$ cat src/design/rpt_defines.svh
// Constants for the reset and power-drive trip pin block.
`ifndef RPT_DEFINES_SVH
`define RPT_DEFINES_SVH
`define RPT_WD_RESET_CYCLES   8'd128
`define RPT_RESET_VECTOR      16'h0000
`define RPT_TRIP_MASK_BIT     0
`define RPT_CPU_CLOCK_OUT_SEL_BIT    7
`define RPT_TIMER2_PWM_OUT_SEL_BIT     8
`define RPT_MCR_RESET         16'h0000
`define RPT_IRQ_MASK_RESET    16'h0001
`endif

$ cat src/design/rpt_pkg.sv
// Types shared by the reset and trip pin block.
`default_nettype none
package rpt_pkg;
   typedef enum logic [1:0] {RPT_RUN, RPT_WD_DRIVE} rpt_rst_state_type;
   typedef struct packed {
      logic [3:0] cmp_out;
      logic       t2_pwm;
      logic       cpu_clk;
   } rpt_func_type;
   typedef struct packed {
      logic [5:0] gpio_o;
      logic [5:0] gpio_oe;
   } rpt_gpio_type;
endpackage : rpt_pkg
`default_nettype wire

$ cat src/design/rpt_top.sv
// Reset pin, power-drive trip and shared PWM/GPIO pin control.
// Operation
// [RULE1] Low reset pin halts core, program counter zero.
// [RULE2] Reset release starts fetch at address zero.
// [RULE3] Watchdog reset drives pin low 128 cycles.
// [RULE4] Reset pin open-drain, external driver open-drain.
// [RULE5] Trip low raises interrupt, PWM outputs tristate.
// [RULE6] Trip tristate works even when core halted.
// [RULE7] Trip and GPIO functions both active after reset.
// [RULE8] Mask bit zero disables trip for GPIO use.
// [RULE9] Wake needs trip held low long enough.
// [RULE10] Trip held high while boot loader runs.
// [RULE11] Compare outputs share pins with GPIO bits.
// [RULE12] Timer PWM, interrupt one, port B share pin.
// [RULE13] Interrupt two, ADC, capture, GPIO, clock share pin.
// [RULE14] Bit seven routes CPU clock, inputs see one.
// [RULE15] Bit eight selects timer PWM, interrupt unaffected.
// [RULE16] Reset and trip pins synchronised before use.
`default_nettype none
`include "rpt_defines.svh"
module rpt_top (
   input  wire logic                 CLK_SYS,       // 50 MHz system clock.
   input  wire logic                 RSTN,          // Power-on reset, active low.
   input  wire logic                 CE,            // Clock enable, freezes state.
   input  wire logic                 RESET_PIN_N_I, // Reset pin level.
   output var  logic                 RESET_PIN_N_O, // Reset pin drive value.
   output var  logic                 RESET_PIN_OE,  // Reset pin drive enable.
   input  wire logic                 WD_RESET_REQ,  // Watchdog reset request pulse.
   output var  logic                 CORE_HALT,     // Core held in reset.
   output var  logic                 PC_LOAD,       // Load program counter.
   output var  logic [15:0]          PC_VALUE,      // Program counter load value.
   input  wire logic                 TRIP_PIN_N_I,  // Trip pin level.
   input  wire logic [15:0]          IRQ_MASK_REG,  // Event interrupt mask register.
   input  wire logic [15:0]          PIN_CTRL_REG,  // Master pin control register.
   output var  logic                 TRIP_IRQ,      // Trip interrupt pulse.
   input  wire rpt_pkg::rpt_func_type FUNC_IN,      // Peripheral outputs.
   input  wire rpt_pkg::rpt_gpio_type GPIO_IN,      // GPIO data and directions.
   input  wire logic [3:0]           CMP_SEL,       // Compare function per pin.
   input  wire logic [5:0]           PIN_I,         // Shared pin levels.
   output var  logic [5:0]           PIN_O,         // Shared pin drive values.
   output var  logic [5:0]           PIN_OE,        // Shared pin drive enables.
   output var  logic                 EXT_IRQ_1_IN,  // Interrupt one pin view.
   output var  logic                 EXT_IRQ_2_IN,  // Interrupt two pin view.
   output var  logic                 ADC_START_IN,  // ADC start pin view.
   output var  logic                 CAPTURE_IN_1   // Capture pin view.
);
   //////////////////////////////////////////////////////////////////////////////
   // Pin 0..3 compare/gpio_a_bit1..4, pin 4 timer2/gpio_b_bit0, pin 5 clock/gpio_a_bit7.
   typedef struct packed {
      rpt_pkg::rpt_rst_state_type st;
      logic [7:0]                 cnt;
      logic                       halt;
      logic                       pc_load;
      logic                       rst_oe;
      logic                       trip_prev;
      logic                       irq;
      logic [5:0]                 pin_o;
      logic [5:0]                 pin_oe;
      logic                       x1;
      logic                       x2;
   } rpt_state_type;

   rpt_state_type s_q;
   rpt_state_type s_d;
   logic [7:0]    sync_q;
   logic          rst_pin_s;
   logic          trip_s;
   logic [5:0]    pin_s;
   logic          trip_active;

   // Shared pin levels come from outside the clock domain as well, so they share the synchroniser.
   rpt_sync #(.WIDTH(8)) u_sync (
      .clk   (CLK_SYS),
      .rst_n (RSTN),
      .ce    (CE),
      .d     ({RESET_PIN_N_I, TRIP_PIN_N_I, PIN_I}),
      .q     (sync_q)
   ); // RULE16
   assign rst_pin_s = sync_q[7];
   assign trip_s    = sync_q[6];
   assign pin_s     = sync_q[5:0];
   // Trip enabled while mask bit set; reset value has it set.
   assign trip_active = IRQ_MASK_REG[`RPT_TRIP_MASK_BIT] && !trip_s; // RULE8

   //////////////////////////////////////////////////////////////////////////////
   always_comb begin
      s_d = s_q;
      if (CE) begin
         s_d.pc_load = 1'b0;
         case (s_q.st)
            rpt_pkg::RPT_RUN: begin
               if (WD_RESET_REQ) begin
                  s_d.st     = rpt_pkg::RPT_WD_DRIVE;
                  s_d.cnt    = `RPT_WD_RESET_CYCLES - 8'd1;
                  s_d.rst_oe = 1'b1; // RULE3
               end
            end
            rpt_pkg::RPT_WD_DRIVE: begin
               if (s_q.cnt == 8'd0) begin
                  s_d.st     = rpt_pkg::RPT_RUN;
                  s_d.rst_oe = 1'b0;
               end else begin
                  s_d.cnt = s_q.cnt - 8'd1; // RULE3
               end
            end
            default: begin
               s_d.st = rpt_pkg::RPT_RUN;
            end
         endcase
         s_d.halt = !rst_pin_s || s_d.rst_oe; // RULE1
         if (s_q.halt && !s_d.halt) begin
            s_d.pc_load = 1'b1; // RULE2
         end
         s_d.trip_prev = trip_active;
         s_d.irq = trip_active && !s_q.trip_prev; // RULE5
         for (int i = 0; i < 6; i++) begin
            s_d.pin_o[i]  = GPIO_IN.gpio_o[i];
            s_d.pin_oe[i] = GPIO_IN.gpio_oe[i];
         end
         for (int i = 0; i < 4; i++) begin
            if (CMP_SEL[i]) begin
               s_d.pin_o[i]  = FUNC_IN.cmp_out[i];
               s_d.pin_oe[i] = !trip_active; // RULE5 RULE6 RULE11
            end
         end
         if (PIN_CTRL_REG[`RPT_TIMER2_PWM_OUT_SEL_BIT]) begin
            s_d.pin_o[4]  = FUNC_IN.t2_pwm;
            s_d.pin_oe[4] = !trip_active; // RULE12 RULE15
         end
         if (PIN_CTRL_REG[`RPT_CPU_CLOCK_OUT_SEL_BIT]) begin
            s_d.pin_o[5]  = FUNC_IN.cpu_clk;
            s_d.pin_oe[5] = 1'b1; // RULE13 RULE14
         end
         s_d.x1 = pin_s[4]; // RULE15
         s_d.x2 = PIN_CTRL_REG[`RPT_CPU_CLOCK_OUT_SEL_BIT] ? 1'b1 : pin_s[5]; // RULE14
      end
   end

   always_ff @(posedge CLK_SYS or negedge RSTN) begin
      if (!RSTN) begin
         s_q <= '{st: rpt_pkg::RPT_RUN, cnt: 8'h00, halt: 1'b1, pc_load: 1'b0,
                  rst_oe: 1'b0, trip_prev: 1'b0, irq: 1'b0, pin_o: 6'h00,
                  pin_oe: 6'h00, x1: 1'b1, x2: 1'b1}; // RULE7
      end else begin
         s_q <= s_d;
      end
   end

   // Open-drain: only ever drives low.
   assign RESET_PIN_N_O = 1'b0; // RULE4
   assign RESET_PIN_OE  = s_q.rst_oe;
   assign CORE_HALT     = s_q.halt;
   assign PC_LOAD       = s_q.pc_load;
   assign PC_VALUE      = `RPT_RESET_VECTOR; // RULE2
   assign TRIP_IRQ      = s_q.irq;
   assign PIN_O         = s_q.pin_o;
   assign PIN_OE        = s_q.pin_oe;
   assign EXT_IRQ_1_IN  = s_q.x1;
   assign EXT_IRQ_2_IN  = s_q.x2;
   assign ADC_START_IN  = s_q.x2;
   assign CAPTURE_IN_1  = s_q.x2;

   //////////////////////////////////////////////////////////////////////////////
   property p_wd_low;
      @(posedge CLK_SYS) disable iff (!RSTN)
      (CE && WD_RESET_REQ && s_q.st == rpt_pkg::RPT_RUN) |=> RESET_PIN_OE;
   endproperty
   a_wd_low: assert property (p_wd_low) else $error("watchdog drive missing"); // RULE3
   property p_halt;
      @(posedge CLK_SYS) disable iff (!RSTN) (CE && !rst_pin_s) |=> CORE_HALT;
   endproperty
   a_halt: assert property (p_halt) else $error("core not halted"); // RULE1
   property p_pc;
      @(posedge CLK_SYS) disable iff (!RSTN) PC_LOAD |-> !CORE_HALT && $past(CORE_HALT);
   endproperty
   a_pc: assert property (p_pc) else $error("bad pc load"); // RULE2
   property p_trip;
      @(posedge CLK_SYS) disable iff (!RSTN)
      (CE && trip_active && CMP_SEL[0]) |=> !PIN_OE[0];
   endproperty
   a_trip: assert property (p_trip) else $error("pwm not tristated"); // RULE5
   property p_irq;
      @(posedge CLK_SYS) disable iff (!RSTN) TRIP_IRQ |-> $past(trip_active);
   endproperty
   a_irq: assert property (p_irq) else $error("spurious trip irq"); // RULE5
   property p_clk;
      @(posedge CLK_SYS) disable iff (!RSTN)
      (CE && PIN_CTRL_REG[`RPT_CPU_CLOCK_OUT_SEL_BIT]) |=> EXT_IRQ_2_IN && PIN_OE[5];
   endproperty
   a_clk: assert property (p_clk) else $error("clock out view wrong"); // RULE14
   property p_t2;
      @(posedge CLK_SYS) disable iff (!RSTN) CE |=> EXT_IRQ_1_IN == $past(pin_s[4]);
   endproperty
   a_t2: assert property (p_t2) else $error("interrupt one view wrong"); // RULE15
   property p_od;
      @(posedge CLK_SYS) disable iff (!RSTN) RESET_PIN_OE |-> !RESET_PIN_N_O;
   endproperty
   a_od: assert property (p_od) else $error("reset pin driven high"); // RULE4
   c_wd: cover property (@(posedge CLK_SYS) disable iff (!RSTN) $fell(RESET_PIN_OE));
   c_trip: cover property (@(posedge CLK_SYS) disable iff (!RSTN) TRIP_IRQ);
   c_pc: cover property (@(posedge CLK_SYS) disable iff (!RSTN) PC_LOAD);
endmodule : rpt_top
`default_nettype wire

$ cat src/design/rpt_sync.sv
// Two flip-flop synchroniser for pin inputs.
`default_nettype none
`include "rpt_defines.svh"
module rpt_sync #(
   parameter int WIDTH = 2
) (
   input  wire logic             clk,     // System clock.
   input  wire logic             rst_n,   // Asynchronous reset, active low.
   input  wire logic             ce,      // Clock enable.
   input  wire logic [WIDTH-1:0] d,       // Asynchronous inputs.
   output var  logic [WIDTH-1:0] q        // Synchronised outputs.
);
   typedef struct packed {
      logic [WIDTH-1:0] s1;
      logic [WIDTH-1:0] s2;
   } rpt_sync_state_type;
   rpt_sync_state_type st_q;
   rpt_sync_state_type st_d;
   // Pins idle high, so both stages reset to one.
   always_comb begin
      st_d = st_q;
      if (ce) begin
         st_d.s1 = d;
         st_d.s2 = st_q.s1;
      end
   end
   always_ff @(posedge clk or negedge rst_n) begin
      if (!rst_n) begin
         st_q <= '1;
      end else begin
         st_q <= st_d;
      end
   end
   assign q = st_q.s2;
endmodule : rpt_sync
`default_nettype wire

$ cat config.mk
export PLATFORM = sky130hd
export DESIGN_NAME = rpt_top
export DESIGN_NICKNAME = d
export VERILOG_FILES = /design/src/design/rpt_pkg.sv /design/src/design/rpt_top.sv /design/src/design/rpt_sync.sv
export VERILOG_INCLUDE_DIRS = /design/src /design/src/design
export SDC_FILE = /design/constraint.sdc
export NUM_CORES = 1
export LEC_CHECK = 0
export BUFFER_PORTS_ARGS = -buffer_cell sky130_fd_sc_hd__buf_2
export CAP_MARGIN = 15
export CORE_MARGIN = 4
export CORE_UTILIZATION = 48
export CTS_CLUSTER_DIAMETER = 60
export DETAILED_ROUTE_END_ITERATION = 6
export HOLD_SLACK_MARGIN = 0.05
export PLACE_DENSITY = 0.95
export SLEW_MARGIN = 20
export SYNTH_ARGS = -nofsm -noshare
export SYNTH_HDL_FRONTEND = slang
export SYNTH_SLANG_ARGS = --single-unit
$ cat constraint.sdc
create_clock -name CLK_SYS -period 4.2 [get_ports CLK_SYS]
set_clock_uncertainty 0.05 [all_clocks]
set_input_delay 0.42 -clock CLK_SYS [delete_from_list [all_inputs] [get_ports CLK_SYS]]
set_output_delay 0.42 -clock CLK_SYS [all_outputs]
set_load 0.02 [all_outputs]
==> impl_metrics.ini <==
[timing]
tightest_slew_ps = 828
setup_viol = 0
fin_tns_setup_ps = 0
fin_crit_sh_pct = 51.6
rsz0062_at_grt = false
hold_viol = 0
finalMaxSlewViolations = 0
clock.fmax_mhz = 462
period_minus_slack_ps = 2170
maxSlewHeadroom_pct = 44.0

[detailed_routing]
routed_via_density = 4.91
route.detailed.drc = 0
firstDrtPassIters = 4
ant_nets = 0
wl_per_cell_um = 13.2
finalWirelength_um = 3470
vias = 1291
drtIter0Drc = 18

[synthesis]
synth_cell_type_count = 38
ys_warn_count = 0
postSynth.asyncResetShare_pct = 100
synth_edf_count = 0
syn_area_um2 = 1880
ys_seq_area_share_pct = 48.7
synth-main-ff-cell = dfrtp_1
synth_cells = 175
ys_ff_latch = 36
avgSynthCellArea_um2 = 10.7

[worst_setup_path]
cp_slowest_cell = nor4bb_2
path_cells = inv_1, ha_1, nor4bb_2, and2_1, nand2_1, a21o_1
cpPeakStageDelay_ps = 760
worstSetupPathType = flip-flop to flip-flop
worstPathArrival_ps = 2300
end_kind = flip-flop
startpoint_type = flip-flop
crit_required_ps = 4330
path_max_fanout = 8

[grt]
grt_pass1_wl_um = 5550
overflow = 0
grt_pass1_vias = 1249
antenna_found_initial = 0
grt_usage_pct = 14.0
grt_start_max_net_pins = 42

[placement]
routabilityCongestion = 0.767
dp_hpwl_um = 2590
dp.cells = 255
io_buffers = 52

[power_and_ir_drop]
p_sw_share_pct = 29.8
seqPwrFrac_pct = 47.5
p_clk_share_pct = 31.7
p_leak_nw = 0.947
ir_drop_v = 0.000280
power_switching_mw = 0.282
combPwrFrac_pct = 20.9
p_per_area_nw_per_um2 = 446
p_int_mw = 0.665

[min_path]
hp-class = primary input to asynchronous set/reset pin

[outcome]
status = finished, final reports clean

[clock_network]
clock_latency_ps = 290
post_cts_resized = 0
post-cts-setup-buffer-count = 0
root_buffer = clkbuf_8
cts_tree = done
clkTransAtPathRegs_ps = 70
cts-hold-fix-buffers = 0
cts_num_sinks = 36
clock_path_buffers = 2
cts_buffers = 5
h-tree-depth = 2

[finish]
drive_gt1_share_pct = 41.9
layout_commonest_cell = buf_2
fin_util_pct = 57.1
area_growth_syn_to_layout_pct = 13.1
layoutNonFillerInstCount = 263
insertedDiodeCount = 0
nets = 281
final_cell_mix = 52 x buf_2, 25 x dfrtp_1, 20 x nor2_1, 17 x conb_1, 15 x mux2_2

[die]
die_x_um = 70.6
core-area_um2 = 3720
io_pins = 103
fp-row-count = 22
die_area_um2 = 4980
initial_core_util_pct = 50.5
fp.dieH_um = 70.6

[job]
drv_cap = 0
[cells by family (layout without fill, tap and decap cells)]
logic type	count (synthesis)	count (layout)	share of synthesized area, %
AND/OR/NAND/NOR	43	43	12.6
buffers and inverters	41	65	14.5
flip-flops	36	36	48.7
AO/OA/AOI/OAI	27	27	8.86
multiplexers	21	21	12.2
XOR/XNOR	5	5	2.33
adder cells (fa/ha/maj)	1	1	0.666
other	1	17	0.200
[power groups by stage]
stage | combinational (mW) | clock, mW | sequential, mW
4_1_cts | 0.201 | 0.310 | 0.450
5_1_grt | 0.217 | 0.321 | 0.459
3_3_place_gp | 0.190 | 0 | 0.450
6_report | 0.197 | 0.300 | 0.450
2_1_floorplan | 0.160 | 0 | 0.455
3_5_place_dp | 0.201 | 0 | 0.456
[Yosys cell counts, types with 2 or more instances]
| cell | instances | area [um2] |
|---|---|---|
| nor2b_1 | 2 | 12.5 |
| mux2i_1 | 6 | 60.1 |
| a21oi_1 | 14 | 70.1 |
| nor2_1 | 20 | 75.1 |
| a211oi_1 | 3 | 22.5 |
| xnor2_1 | 5 | 43.8 |
| mux2_2 | 15 | 169 |
| inv_1 | 5 | 18.8 |
| o21ai_0 | 2 | 10.0 |
| dfrtp_1 | 25 | 626 |
| dfstp_2 | 11 | 289 |
| buf_1 | 2 | 7.51 |
| or3_1 | 2 | 12.5 |
| nand2_1 | 6 | 22.5 |
| buf_4 | 31 | 233 |
| a31oi_1 | 2 | 12.5 |
| clkbuf_1 | 2 | 7.51 |
| and2_1 | 2 | 12.5 |
[state kept, by name, indices dropped and copies added (netlist names)]
| register | cells |
|---|---|
| s_q | 10 |
| PIN_OE | 6 |
| PIN_O | 6 |
| u_sync.q | 4 |
| u_sync.st_q | 4 |
| ADC_START_IN | 1 |
| CORE_HALT | 1 |
| EXT_IRQ_1_IN | 1 |
| PC_LOAD | 1 |
| RESET_PIN_OE | 1 |
| TRIP_IRQ | 1 |
[worst paths after layout]
kind / cells past startpoint / slack [ps] / startpoint / to
max: 6 / 2030 / s_q[19] / s_q[27]
min: 1 / 160 / RSTN / s_q[25]
max reg2reg: 6 / 2030 / s_q[19] / s_q[27]
min reg2reg: 1 / 450 / s_q[15] / s_q[15]
max in group asynchronous: 1 / 3450 / RSTN / s_q[22]
min in group CLK_SYS: 2 / 310 / PIN_I[5] / u_sync.st_q[13]
[stage by stage]
stage | setup WS [ps] | cell area [um2] | hold slack, ps | total power, mW
after floorplan | 2490 | 1940 | 74.4 | 0.614
after global placement | 1820 | 2010 | 430 | 0.641
after detailed placement | 1760 | 2010 | 438 | 0.657
after CTS | 2020 | 2120 | 183 | 0.961
after global routing | 1870 | 2120 | 224 | 0.997
final | 2030 | 2120 | 158 | 0.947
[routing by layer]
layer | global-route usage (%) | vias to the layer above | wire, um
met5 | 0 | - | 0
met4 | 5.64 | 0 | 38
met3 | 3.84 | 3 | 313
met2 | 24.9 | 51 | 1710
met1 | 16.0 | 609 | 1400
li1 | - | 628 | -
[critical path: cells and delay by family (launching register included)]
family          cells  cell delay, ps
flops               1             410
buf+inv             1              70
fa+ha+maj           1             190
simple gates        3            1110
compound gates      1             220
[area by class of cell]
type | count | area [um2]
clock inverters | 3 | 42.5
multi-input cells | 114 | 758
well taps | 48 | 60.1
inverters | 5 | 18.8
fillers | 333 | 1590
repair buffers | 52 | 260
clock buffers | 5 | 68.8
flip-flops and latches | 36 | 915
(Power assumes the default switching activity.)
